$ cat config.mk
export PLATFORM = sky130hd
export DESIGN_NAME = fgr_refresh_rate
export DESIGN_NICKNAME = d
export VERILOG_FILES = /design/src/fgr_pkg.sv /design/src/fgr_cmd_decode.sv /design/src/fgr_refresh_rate.sv
export SDC_FILE = /design/constraint.sdc
export NUM_CORES = 1
export LEC_CHECK = 0
export BUFFER_PORTS_ARGS = -buffer_cell sky130_fd_sc_hd__buf_2
export CORE_MARGIN = 4
export CORE_UTILIZATION = 48
export CTS_CLUSTER_DIAMETER = 50
export DETAILED_ROUTE_END_ITERATION = 10
export GPL_ROUTABILITY_DRIVEN = 0
export HOLD_SLACK_MARGIN = 0.05
export PLACE_DENSITY = 0.71
export SYNTH_ARGS = -nofsm -noshare
export SYNTH_HDL_FRONTEND = slang
export SYNTH_HIERARCHICAL = 1
export SYNTH_SLANG_ARGS = --single-unit
$ cat constraint.sdc
create_clock -name ref_clk_i -period 2.2 [get_ports ref_clk_i]
set_input_delay 0.22 -clock ref_clk_i [delete_from_list [all_inputs] [get_ports ref_clk_i]]
set_output_delay 0.22 -clock ref_clk_i [all_outputs]
set_load 0.02 [all_outputs]
$ cat src/fgr_pkg.sv
// Constants and types for the fine granularity refresh rate logic.
// Assumes a 50 MHz core clock; command pins arrive from the controller.
// Refresh rate rules for this block and its controller
// Mode field decodes fixed or on-the-fly rates
// Controller programs on-the-fly before using it
// On-the-fly mode: bank group bit picks rate
// Refresh decoded from select and strobe levels
// Controller spaces refreshes by rate interval
// Controller waits rate-specific refresh cycle time
// Fixed modes allow only their own rate
// On-the-fly modes allow single or fast rate
// New rate timing applies from change
// Even double-rate count before mode change
// Even double-rate count between single refreshes
// Quad count multiple of four before change
// Quad count multiple of four between singles
// Same-rate fixed/on-the-fly switch is no change
// Temperature refresh needs fixed single-rate mode
// Self refresh entry accepted in any mode
// Odd double count owes extra refreshes
// Quad count not multiple owes extra refreshes
// Extra refreshes excluded from interval average
// Extra refreshes tracked apart from postponement
// Postpone limit eight, sixteen, thirty-two
// Only deselects during refresh cycle time
// Controller counts fast refreshes per rank
package fgr_pkg;

  // Mode field encodings
  localparam logic [2:0] FGR_MODE_FIX1X  = 3'h0;
  localparam logic [2:0] FGR_MODE_FIX2X  = 3'h1;
  localparam logic [2:0] FGR_MODE_FIX4X  = 3'h2;
  localparam logic [2:0] FGR_MODE_OTF12  = 3'h5;
  localparam logic [2:0] FGR_MODE_OTF14  = 3'h6;

  // Position of the mode field in the mode register word
  localparam int FGR_MODE_LSB = 6;

  // Refresh cycle times and clock period in ns
  localparam int FGR_TRFC1_NS = 350;
  localparam int FGR_TRFC2_NS = 260;
  localparam int FGR_TRFC4_NS = 160;
  localparam int FGR_CLK_NS   = 20;

  // Minimum times round up to whole cycles
  localparam int FGR_TRFC1_CYC = (FGR_TRFC1_NS + FGR_CLK_NS - 1) / FGR_CLK_NS;
  localparam int FGR_TRFC2_CYC = (FGR_TRFC2_NS + FGR_CLK_NS - 1) / FGR_CLK_NS;
  localparam int FGR_TRFC4_CYC = (FGR_TRFC4_NS + FGR_CLK_NS - 1) / FGR_CLK_NS;

  // Width of the busy counter
  localparam int FGR_CNT_W = 5;

  // Base refresh interval in ns (7.8 us)
  localparam int FGR_TREFI_BASE_NS = 7800;

  // Refresh rate of an operation
  typedef enum logic [1:0] {
    FGR_RATE_1X,
    FGR_RATE_2X,
    FGR_RATE_4X
  } fgr_rate_t;

endpackage : fgr_pkg

$ cat src/fgr_cmd_decode.sv
// Command decoder for refresh, mode write and self refresh.
// Assumes the command pins are already synchronised to ref_clk_i.
`timescale 1ns/10ps
module fgr_cmd_decode
  import fgr_pkg::*;
(
  input  wire logic cs_n_i,    // Chip select, active low
  input  wire logic act_n_i,   // Activate, active low
  input  wire logic ras_n_i,   // Row strobe / A16
  input  wire logic cas_n_i,   // Column strobe / A15
  input  wire logic we_n_i,    // Write enable / A14
  input  wire logic cke_i,     // Clock enable level
  input  wire logic cke_q_i,   // Clock enable, last cycle
  output logic      ref_o,     // Refresh decoded
  output logic      mrs_o,     // Mode register write decoded
  output logic      sre_o,     // Self refresh entry decoded
  output logic      srx_o      // Self refresh exit decoded
);

  // Pure decode; registered in the parent
  always_comb begin
    // refresh pattern
    ref_o = !cs_n_i && act_n_i && !ras_n_i && !cas_n_i && we_n_i && cke_i;
    mrs_o = !cs_n_i && act_n_i && !ras_n_i && !cas_n_i && !we_n_i;
    sre_o = !cs_n_i && act_n_i && !ras_n_i && !cas_n_i && we_n_i &&
            cke_q_i && !cke_i;
    // Exit is clock enable rising with deselect
    srx_o = cke_i && !cke_q_i && cs_n_i;
  end

endmodule : fgr_cmd_decode

$ cat src/fgr_refresh_rate.sv
// Refresh rate selection core: holds the mode field, picks the rate
// of each refresh, times the refresh cycle and reports the extra
// refreshes owed after self refresh exit.
// Assumes pins from the controller; mode write of the refresh field
// is decoded from the pins as cmd_mrs with bank address selecting register three.
`timescale 1ns/10ps
module fgr_refresh_rate
  import fgr_pkg::*;
(
  input  wire logic        ref_clk_i,       // Core clock, 50 MHz
  input  wire logic        reset_i,         // Async reset, active high
  input  wire logic        cs_n_i,          // Chip select pin
  input  wire logic        act_n_i,         // Activate pin
  input  wire logic        ras_n_i,         // RAS/A16 pin
  input  wire logic        cas_n_i,         // CAS/A15 pin
  input  wire logic        we_n_i,          // WE/A14 pin
  input  wire logic        cke_i,           // Clock enable pin
  input  wire logic        bg0_i,           // Bank group 0 pin
  input  wire logic [1:0]  ba_i,            // Bank address pins
  input  wire logic [13:0] addr_i,          // Address pins A13..A0
  input  wire logic        temp_refresh_i,  // Temp refresh enabled
  output logic [2:0]       fine_grain_refresh_mode_o, // Mode field
  output logic             refresh_busy_o,  // Refresh cycle running
  output logic [1:0]       refresh_rate_o,  // Rate of last refresh
  output logic             extra_refresh_owed_o, // Owed after exit
  output logic             self_refresh_o,  // In self refresh
  output logic             mode_illegal_o   // Reserved/bad combo
);

  // Two-stage synchronisers for all pins but A0
  localparam int PIN_W = 22;
  logic [PIN_W-1:0] pin_raw;      // Raw pin vector
  logic [PIN_W-1:0] pin_meta_ff;  // First stage, read by second only
  logic [PIN_W-1:0] pin_sync_ff;  // Second stage
  logic             cke_q_ff;     // Clock enable one cycle later
  // A0 is never used, so only A13..A1 are carried
  assign pin_raw = {cs_n_i, act_n_i, ras_n_i, cas_n_i, we_n_i, cke_i,
                    bg0_i, ba_i, addr_i[13:1]};

  // Temperature refresh level, synchronised like the pins
  logic temp_meta_ff;  // First stage
  logic temp_sync_ff;  // Second stage, the only one read

  // Synchroniser registers
  always_ff @(posedge ref_clk_i or posedge reset_i) begin
    if (reset_i) begin
      pin_meta_ff  <= '1;
      pin_sync_ff  <= '1;
      // Matches the idle high level, so no false exit after reset
      cke_q_ff     <= 1'b1;
      temp_meta_ff <= 1'b0;
      temp_sync_ff <= 1'b0;
    end else begin
      pin_meta_ff  <= pin_raw;
      pin_sync_ff  <= pin_meta_ff;
      cke_q_ff     <= pin_sync_ff[16];
      temp_meta_ff <= temp_refresh_i;
      temp_sync_ff <= temp_meta_ff;
    end
  end

  // Named views of synchronised pins
  logic        s_cs_n, s_act_n, s_ras_n, s_cas_n, s_we_n, s_cke, s_bg0;
  logic [1:0]  s_ba;
  logic [12:0] s_addr;  // A13..A1
  assign s_cs_n  = pin_sync_ff[21];
  assign s_act_n = pin_sync_ff[20];
  assign s_ras_n = pin_sync_ff[19];
  assign s_cas_n = pin_sync_ff[18];
  assign s_we_n  = pin_sync_ff[17];
  assign s_cke   = pin_sync_ff[16];
  assign s_bg0   = pin_sync_ff[15];
  assign s_ba    = pin_sync_ff[14:13];
  assign s_addr  = pin_sync_ff[12:0];

  // Decoded commands
  logic cmd_ref, cmd_mrs, cmd_sre, cmd_srx;
  fgr_cmd_decode u_dec (
    .cs_n_i  (s_cs_n),
    .act_n_i (s_act_n),
    .ras_n_i (s_ras_n),
    .cas_n_i (s_cas_n),
    .we_n_i  (s_we_n),
    .cke_i   (s_cke),
    .cke_q_i (cke_q_ff),
    .ref_o   (cmd_ref),
    .mrs_o   (cmd_mrs),
    .sre_o   (cmd_sre),
    .srx_o   (cmd_srx)
  );

  // State of the rate logic
  logic [2:0]           mode_ff,   nxt_mode;
  logic [FGR_CNT_W-1:0] busy_ff,   nxt_busy;
  fgr_rate_t            rate_ff,   nxt_rate;
  logic [1:0]           fast_ff,   nxt_fast;  // Fast refreshes mod 4
  logic                 owed_ff,   nxt_owed;
  logic                 sr_ff,     nxt_sr;
  logic                 ill_ff,    nxt_ill;
  logic [2:0]           new_mode;  // Field from a mode write
  fgr_rate_t            ref_rate;  // Rate chosen for this refresh
  fgr_rate_t            mode_rate; // Fast rate implied by a mode

  assign new_mode = s_addr[FGR_MODE_LSB+2-1:FGR_MODE_LSB-1];

  // Fast rate of a mode field
  function automatic fgr_rate_t rate_of(input logic [2:0] m);
    fgr_rate_t r;
    r = FGR_RATE_1X;
    // field decode
    case (m)
      FGR_MODE_FIX2X, FGR_MODE_OTF12: r = FGR_RATE_2X;
      FGR_MODE_FIX4X, FGR_MODE_OTF14: r = FGR_RATE_4X;
      default:                        r = FGR_RATE_1X;
    endcase
    return r;
  endfunction : rate_of

  // Next-state logic
  always_comb begin
    nxt_mode  = mode_ff;
    nxt_busy  = busy_ff;
    nxt_rate  = rate_ff;
    nxt_fast  = fast_ff;
    nxt_owed  = owed_ff;
    nxt_sr    = sr_ff;
    mode_rate = rate_of(mode_ff);
    ref_rate  = mode_rate;
    // bank group bit picks rate in on-the-fly
    if (mode_ff[2]) begin
      ref_rate = s_bg0 ? mode_rate : FGR_RATE_1X;
    end
    // Busy countdown
    if (busy_ff != '0) begin
      nxt_busy = busy_ff - 1'b1;
    end
    if (cmd_mrs && s_ba == 2'h3) begin
      nxt_mode = new_mode;
      // same-rate switch keeps the fast count
      if (rate_of(new_mode) != mode_rate) begin
        nxt_fast = '0;
      end
    end else if (cmd_ref && !sr_ff) begin
      // new cycle time from this refresh
      nxt_rate = ref_rate;
      // cycle time by rate
      case (ref_rate)
        FGR_RATE_2X: nxt_busy = FGR_CNT_W'(FGR_TRFC2_CYC);
        FGR_RATE_4X: nxt_busy = FGR_CNT_W'(FGR_TRFC4_CYC);
        default:     nxt_busy = FGR_CNT_W'(FGR_TRFC1_CYC);
      endcase
      // fast count, cleared by single rate
      if (ref_rate == FGR_RATE_1X) begin
        nxt_fast = '0;
        nxt_owed = 1'b0;
      end else begin
        nxt_fast = fast_ff + 1'b1;
      end
      // Owed extras paid by completing the group
      if (owed_ff && ref_rate != FGR_RATE_1X) begin
        nxt_owed = (ref_rate == FGR_RATE_2X) ? (fast_ff[0] == 1'b0)
                                             : (fast_ff != 2'h3);
      end
    end else if (cmd_sre) begin
      // entry accepted in any mode
      nxt_sr = 1'b1;
      // odd double count owes extras
      // quad count not a multiple owes extras
      if (mode_rate == FGR_RATE_2X) begin
        nxt_owed = fast_ff[0];
      end else if (mode_rate == FGR_RATE_4X) begin
        nxt_owed = (fast_ff != 2'h0);
      end
    end else if (cmd_srx) begin
      nxt_sr   = 1'b0;
      nxt_fast = '0;
    end
    // reserved code or temperature refresh conflict
    nxt_ill = (nxt_mode == 3'h3) || (nxt_mode == 3'h4) ||
              (nxt_mode == 3'h7) ||
              (temp_sync_ff && nxt_mode != FGR_MODE_FIX1X);
  end

  // State registers
  always_ff @(posedge ref_clk_i or posedge reset_i) begin
    if (reset_i) begin
      mode_ff <= FGR_MODE_FIX1X;
      busy_ff <= '0;
      rate_ff <= FGR_RATE_1X;
      fast_ff <= '0;
      owed_ff <= 1'b0;
      sr_ff   <= 1'b0;
      ill_ff  <= 1'b0;
    end else begin
      mode_ff <= nxt_mode;
      busy_ff <= nxt_busy;
      rate_ff <= nxt_rate;
      fast_ff <= nxt_fast;
      owed_ff <= nxt_owed;
      sr_ff   <= nxt_sr;
      ill_ff  <= nxt_ill;
    end
  end

  // Outputs come from registers
  logic busy_out_ff;
  always_ff @(posedge ref_clk_i or posedge reset_i) begin
    if (reset_i) begin
      busy_out_ff <= 1'b0;
    end else begin
      busy_out_ff <= (nxt_busy != '0);
    end
  end

  assign fine_grain_refresh_mode_o = mode_ff;
  assign refresh_busy_o            = busy_out_ff;
  assign refresh_rate_o            = rate_ff;
  assign extra_refresh_owed_o      = owed_ff;
  assign self_refresh_o            = sr_ff;
  assign mode_illegal_o            = ill_ff;

endmodule : fgr_refresh_rate

After elaboration in Yosys (flattened, before gate mapping)
Index checks and enable logic that the tools add are counted.
Widths: inputs -> output; s select.

word-level totals
  input bits = 26
  output and inout bits = 9
  register bits after elaboration = 63
  word-level logic and storage cells = 106

operators by class
  bitwise gates (word level) = 3
  eq/ne operators = 21
  add/sub/neg operators = 2
  reduce and logical (&&, ||, !) cells = 42
  mux-type cells = 25

operators with widths
  cell                 number
  $eq 3x3->1 const B   6
  $mux 2               9
  $mux 5               3
  $logic_and 1x1->1    14
  $pmux 5 s2           1
  $reduce_bool 5->1    2
  $eq 3x2->1 const B   3
  $mux 1               9
  $reduce_bool 3->1    3
  $pmux 2 s2           2
  $reduce_bool 2->1    4
  $reduce_or 2->1      4
  $logic_not 1->1      7
  $eq 2x2->1 const B   3
  $eq 3x1->1 const B   2
  $ne 3x1->1 const B   2
  $reduce_and 3->1     2
  $sub 5x1->5 const B  1
  $eq 2x1->1 const B   2
  $reduce_and 4->1     1
  $logic_or 1x1->1     3
  $mux 3               1
  $not 1->1            3
  $add 2x1->2 const B  1
  other kinds (5)      5

Longest topological paths before layout
Gate-level depths: netlist (run 1).

  word-level depth = 11
  gate-level depth with buffers = 7
  gate-level depth less buffers = 7

Hierarchy
Netlist (run 1), hierarchy kept.

modules (own cells, without submodules)
  module            instances  area each (um^2)  seq. area each (um^2)  cells each
  fgr_refresh_rate  1          1,700.4           1,107.3                131
  fgr_cmd_decode    1          46.3              0.0                    8

Worst setup path after synthesis (run 1)
Ideal clock, no wire load.

  path type = register to register
  from = register pin_sync_ff[20]
  to = register busy_out_ff (netlist: refresh_busy_o)
  arrival = 2,065 ps
  data required time = 2,061 ps
  buffers on the path = 1
  period minus slack after synthesis = 2,204 ps
  slack = -4 ps
  setup time = 139 ps
  stages on the path, launching flop included = 8
  path through = dfstp_2 > or4b_4 > nor2_1 > nand3_4 > nand2b_1 > buf_4 > o211ai_1 > or4_1

between the ends
  elaborated cells between the ends (all ways) = 11
  classes of those cells = 2 x mux; 9 x reduce/logical

RTL lines
  element                         RTL line                 source
  start: declaration              fgr_refresh_rate.sv:34   logic [PIN_W-1:0] pin_sync_ff;
  start signal: assignment        fgr_refresh_rate.sv:55   pin_sync_ff <= pin_meta_ff;
  $logic_and 1x1->1 (4 in a row)  fgr_cmd_decode.sv:24     mrs_o = !cs_n_i && act_n_i && !ras_n_i && !cas_n_i && !we_n_i;
  via cmd_mrs                     fgr_refresh_rate.sv:77   logic cmd_ref, cmd_mrs, cmd_sre, cmd_srx;
  $logic_and 1x1->1               fgr_refresh_rate.sv:137  if (cmd_mrs && s_ba == 2'h3) begin
  $mux 5                          fgr_refresh_rate.sv:137
  $reduce_bool 5->1               fgr_refresh_rate.sv:211  busy_out_ff <= (nxt_busy != '0);
  end signal: assignment          fgr_refresh_rate.sv:211
  end: declaration                fgr_refresh_rate.sv:206  logic busy_out_ff;

The timed path passes the listed nets, and every way through them passes these cells.
A chain may end at the register's enable or synchronous reset.

Worst setup path after layout (run 1)
Same ends and word-level chain as after synthesis.

==> results of run 1 <==
-- routing by layer --
metal | wire (um) | vias up | GRT usage (%)
met2 | 1424 | 23 | 23.35
met3 | 125 | 4 | 4.926
li1 | - | 564 | -
met5 | 0 | - | 0
met4 | 55 | 0 | 7.444
met1 | 1191 | 550 | 16.17
-- worst paths after layout --
path,startpoint,to,slack [ns],cells after the start
worst min register to register,pin_meta_ff[21],pin_sync_ff[21],0.36,0
min in group asynchronous,reset_i,busy_ff[2],0.53,4
worst max-delay path,pin_sync_ff[20],refresh_busy_o,0.10,6
worst min-delay path,pin_meta_ff[21],pin_sync_ff[21],0.36,0
max in group asynchronous,reset_i,pin_sync_ff[16],1.30,4
worst max register to register,pin_sync_ff[20],refresh_busy_o,0.10,6
-- stage by stage --
stage | cell area (um2) | total power [W] | setup slack [ns] | hold slack, ns
global placement | 1941 | 0.001435 | 0.1044 | 0.3248
detailed placement | 1941 | 0.001454 | 0.06497 | 0.3262
finish | 2160 | 0.001866 | 0.1024 | 0.3633
floorplan | 1749 | 0.001340 | 0.05113 | 0.2245
CTS | 2147 | 0.001886 | 0.04134 | 0.3648
global route | 2160 | 0.001981 | 0.01097 | 0.3674
-- what timing repair did --
action                     4_1_cts  5_1_grt
hold endpoints to repair        31        0
setup endpoints to repair        0        1
gates resized for setup          0        2
hold buffers                    14        0
setup buffers                    0        0
-- synthesized netlist by cell type, drive strengths merged --
cell     count
dfstp       25
dfrtp       18
nand2       18
nor2        12
inv          9
o21ai        7
a21oi        6
ha           6
xnor2        5
nand2b       3
nor3b        3
and4bb       2
mux2         2
nand3        2
nor3         2
a2111oi      1
a211oi       1
a21boi       1
a22o         1
and2b        1
and3         1
and3b        1
buf          1
clkbuf       1
mux2i        1
nand3b       1
nor4b        1
o211ai       1
o2bb2ai      1
o311ai       1
o31ai        1
o32a         1
or4          1
or4b         1
-- layout make-up --
type	count	area, um2	share of cell area, %
clock buffers	6	51.30	2.375
clock inverters	2	15.01	0.6952
inverters	9	33.78	1.564
multi-input cells	85	609.3	28.22
flip-flops and latches	43	1107	51.27
well taps	46	57.56	2.665
repair buffers	41	285.3	13.21
-- state kept, by name, summed over array words and instances (netlist names) --
| register | count |
|---|---|
| fast_ff | 2 |
| fine_grain_refresh_mode_o | 3 |
| temp_meta_ff | 1 |
| refresh_rate_o | 2 |
| cke_q_ff | 1 |
| refresh_busy_o | 1 |
| temp_sync_ff | 1 |
| pin_sync_ff | 12 |
| pin_meta_ff | 12 |
| self_refresh_o | 1 |
| extra_refresh_owed_o | 1 |
| busy_ff | 5 |
| mode_illegal_o | 1 |
-- worst max-delay path, stage by stage, from the launching register on --
cell and delay [ns]:
dfstp_2 0.53, or4b_4 0.49, nor2_4 0.13, nand3_4 0.12
nand2b_4 0.09, o211ai_1 0.11, or4_1 0.50
-- kinds of logic after synthesis --
family	share of synthesized area, %
buffers and inverters	2.579
and+or+nand+nor	16.90
AOI/OAI and AO/OA	8.453
adders and majority gates	4.298
muxes	1.862
DFF	63.40
xor gates and xnor gates	2.507
-- power by group through the flow --
stage	sequential [W]	clock (W)	combinational (W)
2_1_floorplan	0.00103	0	0.000314
3_3_place_gp	0.00101	0	0.000427
3_5_place_dp	0.00101	0	0.000439
4_1_cts	0.00100	0.000423	0.000463
5_1_grt	0.00101	0.000452	0.000517
6_report	0.000999	0.000405	0.000462
==> impl_metrics.toml, run 1 <==
[die]
rows = 21
die_w_um = 68.33
coreArea_um2 = 3416
start_util_pct = 51.14
die_h_um = 68.33
die_area_um2 = 4668
ioPinCount = 35

[logic_synthesis]
synth.avg_cell_area_um2 = 12.57
synthTopCellsByArea = "dfstp_2 (38%), dfrtp_1 (26%), ha_1 (4.3%)"
synth.yosys.seq_area_share_pct = 63.40
synth_cell_types = 37
netlist_area_um2 = 1747
ys.warnings.count = 6
syn_nets = 171
netlist_instances = 139
yosys.area.top_type = "dfstp_2"
ys_seq_elements = 43
synth_top_area_share_pct = 37.61

[worst_setup_path]
cp-start-kind = "register"
required_ns = 2.43
cp_max_fo = 6
crit_arrival_ns = 2.33
worstSetupPathType = "register to register"
endpoint_kind = "register"

[sta]
rsz0062_at_grt = "false"
finalCritPeriodShare_pct = 95.34
slew-limit-headroom_pct = 66.49
clock_skew_ns = 0.003746
period_needed_ns = 2.098
finalSetupViolations = 0
worst_pin_slew_ns = 0.5027
slew_viol_final = 0
fmax_ghz = 0.4767
final_hold_viol_count = 0
finalSetupTns_ns = 0

[run_status]
status = "finished clean"

[cells_and_area]
final_core_util_pct = 63.22
area_growth_pct = 23.64
nNetsFinal = 217
final_common_cell = "dfstp_2"
antennaDiodeCount = 0
layoutNonFillerInstCount = 232
most-common-layout-cells = "dfstp_2 (25), buf_2 (23), nand2_1 (18), dfrtp_1 (18), dlygate4sd3_1 (14)"
drive_above_1_share_pct = 39.78
fillerInstances = 275

[global_route]
grt_overflow = 0
antenna_found_initial = 0
grt_pass1_vias = 1120
grt_pass1_wl_mm = 4.774
grt_max_degree = 44
gr-usage-all-layers_pct = 14.18

[route]
totalWireLength_mm = 2.796
first_pass_iters = 4
vias = 1141
drt-initial-drc-count = 46
wl_per_cell_um = 12.05
remaining_drc_errors = 0
vias_per_cell = 4.918
drtAntennaViolNets = 0

[cts]
h-tree-depth = 2
cts-root-buf = "clkbuf_4"
cts-buffers-inserted = 5
path_clk_slew_ns = 0.12
clockBufferDepth = 2
cts.sinks = 43
insertion_delay_ns = 0.35
cts_tree = "yes"

[power]
p_switching_w = 0.0005739
swShare_pct = 30.75
clockPowerShare_pct = 21.7
power_density_nw_per_um2 = 864.2
peakVddDrop_mv = 0.5265
p_leak_nw = 0.9619
power_frac_seq_pct = 53.5
p_int_w = 0.001292
comb_power_share_pct = 24.7

[place]
portBuffers = 23
dp.cells = 210
dp_hpwl_mm = 1.954

[worst_hold_path]
hp-class = "register to register"

[job]
maxCapViolCount = 0
Power figures use the tool's default switching activity.
==> run 2, diff against run 1 <==
CAP_MARGIN = 20   (was unset)
PLACE_DENSITY = 0.74   (was 0.71)
==> impl_metrics.toml, run 2 (synthesis results as in run 1) <==
[cts]
postCtsSetupBuffers = 0
insertion_delay_ns = 0.35
h-tree-depth = 2
clockBufferDepth = 2
cts-buffers-inserted = 5
path_clk_slew_ns = 0.12
cts.sinks = 43
cts_tree = "yes"
cts-root-buf = "clkbuf_4"

[route]
wl_per_cell_um = 11.99
drtAntennaViolNets = 0
drt-initial-drc-count = 56
remaining_drc_errors = 0
totalWireLength_mm = 2.782
first_pass_iters = 2
vias = 1113
vias_per_cell = 4.797

[global_route]
gr-usage-all-layers_pct = 14.90
grt_pass1_wl_mm = 5.009
grt_overflow = 0
antenna_found_initial = 0
grt_pass1_vias = 1175
grt_max_degree = 18

[cells_and_area]
area_growth_pct = 24.21
largestRegisters = "pin_meta_ff (12), pin_sync_ff (12), busy_ff (5)"
most-common-layout-cells = "dfstp_2 (25), buf_2 (23), nand2_1 (18), dfrtp_1 (18), dlygate4sd3_1 (13)"
nNetsFinal = 217
multi_input_area_um2 = 609.3
register_area_um2 = 1107
drive_above_1_share_pct = 40.32
antennaDiodeCount = 0
final_common_cell = "dfstp_2"
fillerInstances = 249

[power]
p_leak_nw = 0.9671
peakVddDrop_mv = 0.5530
power_density_nw_per_um2 = 861.6

[sta]
slew_viol_final = 0
finalSetupViolations = 0
fmax_ghz = 0.4797
finalSetupTns_ns = 0
slew-limit-headroom_pct = 60.95
rsz0062_at_grt = "false"
clock_skew_ns = 0.003688
setup_ws_ns = 0.1152
period_needed_ns = 2.085
worst_pin_slew_ns = 0.5851
finalCritPeriodShare_pct = 94.76
final_hold_viol_count = 0

[worst_setup_path]
endpoint_kind = "register"
crit_arrival_ns = 2.32
cp-start-kind = "register"
worstSetupPathType = "register to register"
slowest_stage = "dfstp_2"
required_ns = 2.43
cp_max_fo = 6
r2r-start = "pin_sync_ff[20]"
r2r_end = "refresh_busy_o"
worst-path-buf-inv = 0
cp_cell_sequence = "or4b_4 -> nor2_4 -> nand3_4 -> nand2b_4 -> o211ai_1 -> or4_1"
critical-path-max-stage-delay_ns = 0.53
crit_cells = 6
crit_family = "simple AND/OR/NAND/NOR gates"
rrSetupSlack_ns = 0.12
worstSetupStartpoint = "pin_sync_ff[20]"
ff2ff_path_depth = 6
cp-endpoint = "refresh_busy_o"

[die]
start_util_pct = 51.14
die_h_um = 68.33
rows = 21
ioPinCount = 35
coreArea_um2 = 3416
die_area_um2 = 4668
die_w_um = 68.33

[place]
dpl_worst_slack_ns = 0.06666
dp_hpwl_mm = 2.040
portBuffers = 23

[job]
maxCapViolCount = 0

[run_status]
status = "finished clean"

[worst_hold_path]
hp-class = "input port to async pin"
[run 2: changes by cell type in the layout (fill, tap and decap cells not counted)]
cell and change:
dlygate4sd3_1 -1, buf_12 +1
[run 2: layer usage]
| metal | wire length (um) | global-route usage, % | up-vias | part of all wire (%) |
|---|---|---|---|---|
| met3 | 143 | 7.061 | 6 | 5.1 |
| li1 | - | - | 566 | - |
| met2 | 1350 | 23.35 | 22 | 49 |
| met1 | 1244 | 17.92 | 519 | 45 |
| met5 | 0 | 0 | - | 0 |
| met4 | 44 | 5.211 | 0 | 1.6 |
[run 2: stage by stage]
stage	utilization (%)	power, W	hold slack, ns	instance area (um2)	cells
2_1_floorplan	-	0.001340	0.2245	1749	139
3_3_place_gp	57.40	0.001433	0.3244	1961	211
3_5_place_dp	57.40	0.001453	0.3262	1961	211
4_1_cts	63.15	0.001889	0.2698	2157	232
5_1_grt	63.52	0.002001	0.3025	2170	232
6_report	63.52	0.001869	0.2578	2170	232
[run 2: layout make-up]
cell class / count / area share, %
clock inverter: 2 / 0.6920
sequential: 43 / 51.04
clock buffer: 6 / 2.364
tap: 46 / 2.653
inverter: 9 / 1.557
multi-input combinational: 85 / 28.09
timing repair buffer: 41 / 13.61
[run 2: what timing repair did]
action	4_1_cts	5_1_grt
gates resized for setup	0	2
hold buffers	13	0
setup endpoints to repair	0	1
endpoints found under the hold margin	13	0
[run 2: worst min-delay path by stage]
| stage | from | end | cells after the start |
|---|---|---|---|
| final | reset_i | pin_meta_ff[17] | 2 |
| after floorplan | ba_i[0] | pin_meta_ff[13] | 0 |
| after global routing | reset_i | pin_meta_ff[21] | 2 |
| after global placement | ras_n_i | pin_meta_ff[19] | 1 |
| after detailed placement | ba_i[1] | pin_meta_ff[14] | 1 |
| after CTS | reset_i | pin_meta_ff[17] | 2 |
[run 2: report_power, final]
part           switching [W]  internal (W)
registers          0.0000924      0.000907
clock network       0.000253      0.000159
logic               0.000229      0.000229
